File: config.mk
export PLATFORM = sky130hd
export DESIGN_NAME = rml_top
export DESIGN_NICKNAME = d
export VERILOG_FILES = /design/src/rtl/rml_pkg.sv /design/src/rtl/rml_win_if.sv /design/src/rtl/rml_top.sv /design/src/rtl/rml_window_det.sv
export SDC_FILE = /design/constraint.sdc
export NUM_CORES = 2
export LEC_CHECK = 0
export ABC_AREA = 0
export BUFFER_PORTS_ARGS = -buffer_cell sky130_fd_sc_hd__buf_4
export CORE_UTILIZATION = 60
export CTS_CLUSTER_DIAMETER = 30
export CTS_CLUSTER_SIZE = 10
export DETAILED_ROUTE_END_ITERATION = 10
export HOLD_SLACK_MARGIN = 0.08
export PLACE_DENSITY = 0.78
export SYNTH_ARGS = -nofsm -noshare
export SYNTH_HDL_FRONTEND = slang
export SYNTH_HIERARCHICAL = 1
export SYNTH_SLANG_ARGS = --single-unit
File: constraint.sdc
create_clock -name pclk -period 7.4 [get_ports pclk]
set_clock_uncertainty 0.2 [all_clocks]
set_input_delay 2.22 -clock pclk [delete_from_list [all_inputs] [get_ports pclk]]
set_output_delay 2.22 -clock pclk [all_outputs]
set_load 0.02 [all_outputs]
File: src/rtl/rml_pkg.sv
// Shared constants and types for the reference monitor and lock history.
`default_nettype none
package rml_pkg;
  // ==========================================================
  // Widths
  localparam int CW = 28;
  localparam int EW = 16;
  localparam int TW = 32;
  localparam int HLOG_MAX = 24;
  // ==========================================================
  // Register byte offsets
  localparam logic [7:0] A_CTRL = 8'h00;
  localparam logic [7:0] A_WIN_EN = 8'h04;
  localparam logic [7:0] A_NOMINAL = 8'h08;
  localparam logic [7:0] A_LATE = 8'h0c;
  localparam logic [7:0] A_EARLY = 8'h10;
  localparam logic [7:0] A_JITTER = 8'h14;
  localparam logic [7:0] A_FLOCK = 8'h18;
  localparam logic [7:0] A_PLOCK = 8'h1c;
  localparam logic [7:0] A_FMEAS = 8'h20;
  localparam logic [7:0] A_HIST_T = 8'h24;
  localparam logic [7:0] A_FREE = 8'h28;
  localparam logic [7:0] A_STATUS = 8'h2c;
  localparam logic [7:0] A_TUNE = 8'h30;
  // ==========================================================
  // Field positions
  localparam int C_SRST = 0;
  localparam int C_APLL3 = 1;
  localparam int C_HIST = 2;
  localparam int C_DEN = 4;
  localparam int W_LATE = 0;
  localparam int W_EARLY = 4;
  localparam int W_PPS = 8;
  localparam int F_ACC = 0;
  localparam int F_AVG = 4;
  localparam int S_WIN = 0;
  localparam int S_FLL = 4;
  localparam int S_PLL = 10;
  localparam int S_HV = 13;
  localparam int S_MODE = 14;
  // ==========================================================
  // Reset values
  localparam logic [6:0] CTRL_RST = 7'h00;
  localparam logic [31:0] FLOCK_RST = 32'h0100_0040;
  localparam logic [31:0] PLOCK_RST = 32'h0100_0040;
  localparam logic [7:0] FMEAS_RST = 8'h00;
  localparam logic [4:0] HIST_RST = 5'h14;
  localparam logic [31:0] FREE_RST = 32'h0000_0000;
  typedef enum logic [1:0] {RML_FREE, RML_LOCKED, RML_HOLD} rml_mode_e;
endpackage
`default_nettype wire

File: src/rtl/rml_win_if.sv
// Configuration and flag bundle between the top and one window detector.
`default_nettype none
interface rml_win_if;
  logic pulse;
  logic late_en;
  logic early_en;
  logic pps_en;
  logic [rml_pkg::CW-1:0] late_lim;
  logic [rml_pkg::CW-1:0] early_lim;
  logic [rml_pkg::CW-1:0] pps_lim;
  logic flag;
  modport det(input pulse, late_en, early_en, pps_en, late_lim,
              early_lim, pps_lim, output flag);
  modport ctl(output pulse, late_en, early_en, pps_en, late_lim,
              early_lim, pps_lim, input flag);
endinterface
`default_nettype wire

File: src/rtl/rml_top.sv
// Reference window monitors, lock detectors and tuning word history.
// How it works
// - Pulse inside late window clears missing flag.
// - No pulse by late limit sets flag.
// - Late monitor only for 2 kHz to fvco/12.
// - Late and early flags ORed per reference.
// - Pulse after early limit clears early flag.
// - Pulse before early limit sets flag at once.
// - Early monitor only for 2 kHz to fvco/12.
// - Early detection needs late detection enabled.
// - PPS pulse inside jitter window clears flag.
// - PPS pulse missing at window end sets flag.
// - Three analog, three digital loops report lock loss.
// - Resonator check makes loop three phase-only.
// - Digital frequency lock uses lock/unlock hysteresis.
// - Resonator VCO checked against XO with hysteresis.
// - Accuracy and averaging lengthen delay; averaging caps threshold.
// - Phase lock uses lock/unlock hysteresis.
// - Tuning word source follows loop mode.
// - Average loop filter while locked, keep for holdover.
// - On failure drop running and latest average.
// - Resets clear history; first period waits.
// - History survives switchover; enable toggle clears.
// - Without history holdover uses free-run word.
`default_nettype none
module rml_top #(
  parameter int NREF = 4
) (
  input wire logic pclk,
  input wire logic presetn,
  input wire logic pclk_en,
  input wire logic psel,
  input wire logic penable,
  input wire logic pwrite,
  input wire logic [7:0] paddr,
  input wire logic [31:0] pwdata,
  output logic [31:0] prdata,
  output logic pready,
  output logic pslverr,
  input wire logic [NREF-1:0] ref_in,
  input wire logic [5:0][rml_pkg::EW-1:0] freq_err,
  input wire logic [2:0][rml_pkg::EW-1:0] phase_err,
  input wire logic ref_valid,
  input wire logic pll_locked,
  input wire logic [rml_pkg::TW-1:0] lf_word,
  output logic [NREF-1:0] ref_window_flag,
  output logic [5:0] freq_lock_loss,
  output logic [2:0] phase_lock_loss,
  output logic [rml_pkg::TW-1:0] tuning_word
);
  if (NREF < 1 || NREF > 4) begin : g_chk
    $error("NREF must lie between 1 and 4");
  end
  logic [6:0] ctrl_q;
  logic [11:0] win_q;
  logic [rml_pkg::CW-1:0] nom_q, late_q, early_q, jit_q;
  logic [31:0] flock_q, plock_q, free_q, prdata_q, rdata, tune_q;
  logic [31:0] htim_q, hlast_q, hprev_q;
  logic [7:0] fmeas_q;
  logic [4:0] hlog_q;
  logic srst_q, pready_q, pslverr_q, hit, wr, apll3, hist_en;
  logic [NREF-1:0] s1_q, s2_q, s3_q, win_flag, win_flag_q;
  logic [2:0] den;
  logic [5:0] f_act;
  rml_pkg::rml_mode_e mode_q;
  logic [63:0] hsum_q;
  logic [1:0] hcnt_q;
  assign den = ctrl_q[rml_pkg::C_DEN +: 3];
  assign apll3 = ctrl_q[rml_pkg::C_APLL3];
  assign hist_en = ctrl_q[rml_pkg::C_HIST];
  // ==========================================================
  // APB slave
  // One wait state: data and error are registered in the first
  // access cycle and pready rises in the second.
  assign wr = psel && penable && pready_q && pwrite;
  always_comb begin
    rdata = 32'h0000_0000;
    hit = 1'b1;
    case (paddr)
      rml_pkg::A_CTRL: rdata = {25'h0, ctrl_q};
      rml_pkg::A_WIN_EN: rdata = {20'h0, win_q};
      rml_pkg::A_NOMINAL: rdata = {4'h0, nom_q};
      rml_pkg::A_LATE: rdata = {4'h0, late_q};
      rml_pkg::A_EARLY: rdata = {4'h0, early_q};
      rml_pkg::A_JITTER: rdata = {4'h0, jit_q};
      rml_pkg::A_FLOCK: rdata = flock_q;
      rml_pkg::A_PLOCK: rdata = plock_q;
      rml_pkg::A_FMEAS: rdata = {24'h0, fmeas_q};
      rml_pkg::A_HIST_T: rdata = {27'h0, hlog_q};
      rml_pkg::A_FREE: rdata = free_q;
      rml_pkg::A_STATUS: begin
        rdata[rml_pkg::S_WIN +: 4] = 4'(win_flag_q);
        rdata[rml_pkg::S_FLL +: 6] = freq_lock_loss;
        rdata[rml_pkg::S_PLL +: 3] = phase_lock_loss;
        rdata[rml_pkg::S_HV] = hcnt_q != 2'h0;
        rdata[rml_pkg::S_MODE +: 2] = 2'(mode_q);
      end
      rml_pkg::A_TUNE: rdata = tune_q;
      default: hit = 1'b0;
    endcase
  end
  always_ff @(posedge pclk or negedge presetn) begin
    if (!presetn) begin
      pready_q <= 1'b0;
      pslverr_q <= 1'b0;
      prdata_q <= 32'h0000_0000;
    end else if (pclk_en) begin
      pready_q <= psel && penable && !pready_q;
      pslverr_q <= psel && penable && !pready_q && !hit;
      if (psel && penable && !pready_q && !pwrite) begin
        prdata_q <= hit ? rdata : 32'h0000_0000;
      end
    end
  end
  assign pready = pready_q;
  assign pslverr = pslverr_q;
  assign prdata = prdata_q;
  always_ff @(posedge pclk or negedge presetn) begin
    if (!presetn) begin
      ctrl_q <= rml_pkg::CTRL_RST;
      win_q <= 12'h000;
      nom_q <= '0;
      late_q <= '0;
      early_q <= '0;
      jit_q <= '0;
      flock_q <= rml_pkg::FLOCK_RST;
      plock_q <= rml_pkg::PLOCK_RST;
      fmeas_q <= rml_pkg::FMEAS_RST;
      hlog_q <= rml_pkg::HIST_RST;
      free_q <= rml_pkg::FREE_RST;
    end else if (pclk_en && wr) begin
      case (paddr)
        rml_pkg::A_CTRL: ctrl_q <= {pwdata[6:1], 1'b0};
        rml_pkg::A_WIN_EN: win_q <= pwdata[11:0];
        rml_pkg::A_NOMINAL: nom_q <= pwdata[27:0];
        rml_pkg::A_LATE: late_q <= pwdata[27:0];
        rml_pkg::A_EARLY: early_q <= pwdata[27:0];
        rml_pkg::A_JITTER: jit_q <= pwdata[27:0];
        rml_pkg::A_FLOCK: flock_q <= pwdata;
        rml_pkg::A_PLOCK: plock_q <= pwdata;
        rml_pkg::A_FMEAS: fmeas_q <= {1'b0, pwdata[6:4], 1'b0, pwdata[2:0]};
        rml_pkg::A_HIST_T: begin
          hlog_q <= (pwdata[4:0] > 5'(rml_pkg::HLOG_MAX)) ?
                    5'(rml_pkg::HLOG_MAX) : pwdata[4:0];
        end
        rml_pkg::A_FREE: free_q <= pwdata;
        default: ;
      endcase
    end
  end
  // Soft reset is a one-cycle pulse that clears detectors and history.
  always_ff @(posedge pclk or negedge presetn) begin
    if (!presetn) begin
      srst_q <= 1'b0;
    end else if (pclk_en) begin
      srst_q <= wr && paddr == rml_pkg::A_CTRL && pwdata[rml_pkg::C_SRST];
    end
  end
  // ==========================================================
  // Reference inputs
  always_ff @(posedge pclk or negedge presetn) begin
    if (!presetn) begin
      s1_q <= '0;
      s2_q <= '0;
      s3_q <= '0;
      win_flag_q <= '0;
    end else if (pclk_en) begin
      s1_q <= ref_in;
      s2_q <= s1_q;
      s3_q <= s2_q;
      win_flag_q <= win_flag;
    end
  end
  assign ref_window_flag = win_flag_q;
  for (genvar r = 0; r < NREF; r++) begin : g_ref
    rml_win_if w ();
    assign w.pulse = s2_q[r] & ~s3_q[r];
    assign w.late_en = win_q[rml_pkg::W_LATE + r];
    assign w.early_en = win_q[rml_pkg::W_EARLY + r];
    assign w.pps_en = win_q[rml_pkg::W_PPS + r];
    assign w.late_lim = nom_q + late_q;
    assign w.early_lim = (early_q > nom_q) ? '0 : nom_q - early_q;
    assign w.pps_lim = nom_q + jit_q;
    assign win_flag[r] = w.flag;
    rml_window_det u_det (
      .pclk(pclk),
      .presetn(presetn),
      .ce(pclk_en),
      .srst(srst_q),
      .w(w)
    );
  end
  // ==========================================================
  // Frequency lock detectors: 0-2 digital loops, 3-5 analog loops
  // six frequency detectors
  assign f_act = {apll3 & den[2], 2'b11, den & {~apll3, 2'b11}};
  logic [3:0] f_log;
  logic [14:0] f_last;
  logic [15:0] f_cap, f_unl;
  assign f_log = {1'b0, fmeas_q[rml_pkg::F_ACC +: 3]} +
                 {1'b0, fmeas_q[rml_pkg::F_AVG +: 3]};
  assign f_last = (15'h1 << f_log) - 15'h1;
  assign f_cap = 16'hffff >> fmeas_q[rml_pkg::F_AVG +: 3];
  assign f_unl = (flock_q[31:16] > f_cap) ? f_cap : flock_q[31:16];
  for (genvar i = 0; i < 6; i++) begin : g_fl
    logic [31:0] sum_q, nsum;
    logic [14:0] cnt_q;
    logic flag_q;
    logic [15:0] avg;
    assign nsum = sum_q + {16'h0, freq_err[i]};
    assign avg = 16'(nsum >> f_log);
    always_ff @(posedge pclk or negedge presetn) begin
      if (!presetn) begin
        sum_q <= 32'h0000_0000;
        cnt_q <= 15'h0000;
        flag_q <= 1'b0;
      end else if (pclk_en) begin
        if (srst_q || !f_act[i]) begin
          sum_q <= 32'h0000_0000;
          cnt_q <= 15'h0000;
          flag_q <= 1'b0;
        end else if (cnt_q == f_last) begin
          sum_q <= 32'h0000_0000;
          cnt_q <= 15'h0000;
          if (avg < flock_q[15:0]) begin
            flag_q <= 1'b0;
          end else if (avg > f_unl) begin
            flag_q <= 1'b1;
          end
        end else begin
          sum_q <= nsum;
          cnt_q <= cnt_q + 15'h1;
        end
      end
    end
    assign freq_lock_loss[i] = flag_q;
  end
  // ==========================================================
  // Phase lock detectors for the digital loops
  for (genvar i = 0; i < 3; i++) begin : g_pl
    logic flag_q;
    always_ff @(posedge pclk or negedge presetn) begin
      if (!presetn) begin
        flag_q <= 1'b0;
      end else if (pclk_en) begin
        if (srst_q || !den[i] || phase_err[i] < plock_q[15:0]) begin
          flag_q <= 1'b0;
        end else if (phase_err[i] > plock_q[31:16]) begin
          flag_q <= 1'b1;
        end
      end
    end
    assign phase_lock_loss[i] = flag_q;
  end
  // ==========================================================
  // Loop mode
  always_ff @(posedge pclk or negedge presetn) begin
    if (!presetn) begin
      mode_q <= rml_pkg::RML_FREE;
    end else if (pclk_en) begin
      if (srst_q) begin
        mode_q <= rml_pkg::RML_FREE;
      end else begin
        case (mode_q)
          rml_pkg::RML_FREE, rml_pkg::RML_HOLD: begin
            if (ref_valid && pll_locked) begin
              mode_q <= rml_pkg::RML_LOCKED;
            end
          end
          rml_pkg::RML_LOCKED: begin
            if (!ref_valid) begin
              mode_q <= rml_pkg::RML_HOLD;
            end
          end
          default: mode_q <= rml_pkg::RML_FREE;
        endcase
      end
    end
  end
  // ==========================================================
  // Tuning word history
  // The averaging time is a power of two so the mean is a shift,
  // which trades timer resolution for a divider-free datapath.
  logic h_end, h_fail;
  logic [63:0] hsum_n;
  assign h_end = htim_q == ((32'h1 << hlog_q) - 32'h1);
  assign h_fail = mode_q == rml_pkg::RML_LOCKED && !ref_valid;
  assign hsum_n = hsum_q + {32'h0, lf_word};
  always_ff @(posedge pclk or negedge presetn) begin
    if (!presetn) begin
      hsum_q <= 64'h0;
      htim_q <= 32'h0;
      hlast_q <= 32'h0;
      hprev_q <= 32'h0;
      hcnt_q <= 2'h0;
    end else if (pclk_en) begin
      if (srst_q || !hist_en) begin
        hsum_q <= 64'h0;
        htim_q <= 32'h0;
        hlast_q <= 32'h0;
        hprev_q <= 32'h0;
        hcnt_q <= 2'h0;
      end else if (h_fail) begin
        hsum_q <= 64'h0;
        htim_q <= 32'h0;
        hlast_q <= hprev_q;
        hcnt_q <= (hcnt_q == 2'h2) ? 2'h1 : 2'h0;
      end else if (mode_q == rml_pkg::RML_LOCKED) begin
        if (h_end) begin
          hprev_q <= hlast_q;
          hlast_q <= 32'(hsum_n >> hlog_q);
          hcnt_q <= (hcnt_q == 2'h2) ? 2'h2 : hcnt_q + 2'h1;
          hsum_q <= 64'h0;
          htim_q <= 32'h0;
        end else begin
          hsum_q <= hsum_n;
          htim_q <= htim_q + 32'h1;
        end
      end
    end
  end
  always_ff @(posedge pclk or negedge presetn) begin
    if (!presetn) begin
      tune_q <= rml_pkg::FREE_RST;
    end else if (pclk_en) begin
      case (mode_q)
        rml_pkg::RML_LOCKED: tune_q <= lf_word;
        rml_pkg::RML_HOLD: tune_q <= (hcnt_q != 2'h0) ? hlast_q : free_q;
        default: tune_q <= free_q;
      endcase
    end
  end
  assign tuning_word = tune_q;
endmodule
`default_nettype wire

File: src/rtl/rml_window_det.sv
// Late, early and one-pulse-per-second window detector for one reference.
`default_nettype none
module rml_window_det (
  input wire logic pclk,
  input wire logic presetn,
  input wire logic ce,
  input wire logic srst,
  rml_win_if.det w
);
  logic [rml_pkg::CW-1:0] cnt_q;
  logic miss_q;
  logic early_q;
  logic pv_q;
  logic early_act;

  assign early_act = w.early_en & w.late_en;

  // ==========================================================
  // Timebase
  // restart on edge
  always_ff @(posedge pclk or negedge presetn) begin
    if (!presetn) begin
      cnt_q <= '0;
    end else if (ce) begin
      if (srst || w.pulse) begin
        cnt_q <= '0;
      end else if (cnt_q != '1) begin
        cnt_q <= cnt_q + 1'b1;
      end
    end
  end

  // ==========================================================
  // Flags
  // late window clear
  always_ff @(posedge pclk or negedge presetn) begin
    if (!presetn) begin
      miss_q <= 1'b0;
    end else if (ce) begin
      if (srst || !w.late_en) begin
        miss_q <= 1'b0;
      end else if (w.pulse) begin
        if (cnt_q < w.late_lim) begin
          miss_q <= 1'b0;
        end
      end else if (cnt_q >= w.late_lim) begin
        miss_q <= 1'b1;
      end
    end
  end

  always_ff @(posedge pclk or negedge presetn) begin
    if (!presetn) begin
      early_q <= 1'b0;
    end else if (ce) begin
      if (srst || !early_act) begin
        early_q <= 1'b0;
      end else if (w.pulse) begin
        early_q <= cnt_q < w.early_lim;
      end
    end
  end

  always_ff @(posedge pclk or negedge presetn) begin
    if (!presetn) begin
      pv_q <= 1'b0;
    end else if (ce) begin
      if (srst || !w.pps_en) begin
        pv_q <= 1'b0;
      end else if (w.pulse) begin
        if (cnt_q < w.pps_lim) begin
          pv_q <= 1'b0;
        end
      end else if (cnt_q >= w.pps_lim) begin
        pv_q <= 1'b1;
      end
    end
  end

  assign w.flag = miss_q | early_q | pv_q;
endmodule
`default_nettype wire

==> results_dict.tcl <==
set metrics [dict create \
    outcome "finished clean" \
    wl_um 328800 \
    finalSetupTns_ns 0 \
    hold_buffers 0 \
    final_cell_area_sq_um 95720 \
    reg2reg_from "nom_q[4]" \
    yosysSeqAreaShare_pct 27.33 \
    drc_errors 0 \
    grt_setup_unrepaired "no" \
    drive_above_1_share_pct 15.87 \
    fmax_ghz 0.1444 \
    slowest_stage "a222oi_1" \
    clock_path_buffers 3 \
    finalHoldViolations 0 \
    netlist-cell-type-count 106 \
    cts.htree.levels 4 \
    antenna_found_initial 32 \
    tightest_slew_ns 1.311 \
    ir_drop_mv 0.2858 \
    yosys.area.top_type "dfrtp_1" \
    num_io_pins 307 \
    p_sw_share_pct 33.18 \
    cts.sinks 892 \
    seqPwrFrac_pct 25.2 \
    p_leak_nw 42.93 \
    grt_pass1_vias 79500 \
    ys.flop_type "dfrtp_1" \
    p_switching_mw 7.537 \
    worstReg2RegEnd "g_ref[2].u_det/miss_q" \
    vias 83500 \
    cts_buffers 235 \
    syn_nets 10840 \
    final_util_pct 70.75 \
    cp_slowest_stage_delay_ns 0.38 \
    grt_max_degree 157 \
    syn_area_sq_um 81720 \
    ys_async_sr_fraction_pct 100.0 \
    path_buf_inv 3 \
    dp_slack_ns -0.2819 \
    synth.area.top_cells "dfrtp_1, ha_1, nand2_1" \
    place.gp.congestion 1.092 \
    post-route-min-period_ns 6.928 \
    setup_violations 0 \
    fillers 10480 \
    rr_worst_depth 21 \
    hold_path_class "flip-flop to flip-flop" \
    critical-path-top-delay-family "compound AO/OA/AOI/OAI gates" \
    power_mw 22.72 \
    cp_max_fo 7 \
    synth.most_common_cell "nand2_1" \
    syn_area_per_cell_sq_um 8.379 \
    cp.depth 27 \
    p_per_area_nw_per_um2 237.3 \
    cts_resized 0 \
    yosys-top-cells-count "nand2_1, dfrtp_1, ha_1" \
    power.share.clock_pct 48.3 \
    worstPathRequired_ns 7.94 \
    grt-ovfl-total 0 \
    hpwl_um 242200 \
    grt.total_usage_pct 46.42 \
    maxSlewHeadroom_pct 11.92 \
    core_sq_um 135300 \
    fin_ws_ns 0.4724 \
    postCtsSetupRepairBufs 0 \
    slew_violations 0 \
    arrival_ns 7.46 \
    r2r_slack_ns 0.70 \
    synth_warnings 6 \
    cp-end-kind "flip-flop" \
    worstSetupStartpoint "freq_err[48]" \
    port_buffers 306 \
    fp-row-count 135 \
    yosys.area.top_type_share_pct 27.13 \
    start_util_pct 60.40 \
    placed_area_sq_um 87170 \
    min_period_over_period_pct 93.62 \
    wl_per_cell_um 27.07 \
    cts_tree "built" \
    clk_pin_slew_ns 0.04 \
    clockRootBuffer "clkbuf_16" \
    die_width_um 371.0 \
    cap_viol_max_count 0 \
    nets 11230 \
    grt_pass1_wl_um 486500 \
    dieArea_sq_um 137700 \
    synth_edf_count 0 \
    ant_nets 0 \
    ys_ff_latch 892 \
    worstSetupEndpoint "g_fl[3].flag_q" \
    crit_type "input pin to flip-flop" \
    clk-insertion-delay-late_ns 0.86 \
    firstDrtPassIters 8 \
    worst_setup_path_start_kind "input pin" \
    synthesis.instances 9753 \
    dr.first_iter.drc_count 10950 \
    combPwrFrac_pct 26.5 \
    synthToLayoutAreaGrowth_pct 17.14 \
    internal_power_mw 15.18 \
    via_per_inst 6.875 \
    die_h_um 371.0 \
]
power by group through the flow:
stage	Sequential (mW)	Combinational, mW	Clock (mW)
after global routing	5.74	6.58	11.3
after detailed placement	5.76	5.80	0
after global placement	5.75	5.65	0
after CTS	5.69	5.85	11.0
final	5.73	6.01	11.0
after floorplan	5.56	3.81	0
flip-flops by register name (all words and copies together) (netlist names), 63 cells and up:
| signal | cells |
|---|---|
| g_ref.u_det/cnt_q | 112 |
| g_fl.sum_q | 186 |
| g_fl.cnt_q | 90 |
| hsum_q | 63 |
metal layers:
metal	wire (um)	vias up	track usage, %
li1	-	36710	-
met1	126100	39940	59.79
met2	137100	5545	67.85
met3	43220	1262	14.76
met4	22080	40	27.67
met5	275	-	0
cell type report:
type	instances	area (sq um)	share of cell area [%]
Multi-Input combinational cell	7814	55520	58.00
Sequential cell	892	22330	23.33
Clock buffer	284	6380	6.665
Timing Repair Buffer	659	5062	5.289
Tap cell	1781	2228	2.328
Clock inverter	162	2132	2.227
Inverter	537	2026	2.116
Antenna cell	16	40.04	0.04183
tightest hold or removal path, stage by stage (launching register included):
cell and delay [ns]:
dfrtp_1 0.34, nand2_1 0.05, o21ai_0 0.06
how the worst min path moves through the flow:
stage / startpoint / end / slack (ns) / depth (start not counted)
2_1_floorplan: g_ref[3].u_det/early_q / g_ref[3].u_det/early_q / 0.24 / 2
3_3_place_gp: hprev_q[15] / hprev_q[15] / 0.26 / 2
3_5_place_dp: hprev_q[11] / hprev_q[11] / 0.27 / 2
4_1_cts: g_ref[3].u_det/early_q / g_ref[3].u_det/early_q / 0.28 / 2
5_1_grt: hprev_q[28] / hprev_q[28] / 0.30 / 2
6_report: hsum_q[24] / hsum_q[24] / 0.28 / 2
layout by cell type (no fill, tap or decap), types with 80 or more instances in the layout:
master,Yosys,routed
ha_1,850,849
o211ai_1,80,80
a211oi_1,116,112
a21oi_1,555,553
and3_1,148,148
o21ai_0,649,647
a31oi_1,89,89
a22oi_1,131,131
nor2b_1,126,124
mux2_2,307,307
o2bb2ai_1,113,113
buf_4,13,649
nand4_1,185,185
nand3_1,277,277
nand2_1,980,977
a21o_1,230,229
xnor2_1,279,278
clkbuf_16,0,239
o31ai_1,125,124
a221oi_1,84,84
dfrtp_1,886,884
xor2_1,232,231
mux2i_1,172,171
inv_1,531,528
nor2_1,804,793
nor3_1,174,173
kinds of logic (layout without fill, tap and decap cells):
group / after synthesis / in the layout / synth area share (%)
AND/OR/NAND/NOR: 3151 / 3151 / 18.56
AO/OA/AOI/OAI: 2753 / 2753 / 22.42
buffers and inverters: 1047 / 1642 / 4.972
flip-flops: 892 / 892 / 27.33
adder cells (fa/ha/maj): 861 / 861 / 13.28
multiplexers: 538 / 538 / 7.964
XOR/XNOR: 511 / 511 / 5.477
other: 0 / 16 / 0
metrics by stage:
stage | instances | hold slack, ns
6_report | 12150 | 0.2790
5_1_grt | 12130 | 0.2999
4_1_cts | 12130 | 0.2810
3_5_place_dp | 11680 | 0.2706
3_3_place_gp | 11680 | 0.2579
2_1_floorplan | 9753 | 0.2434
Note: power is estimated with default switching activity, not from simulation.
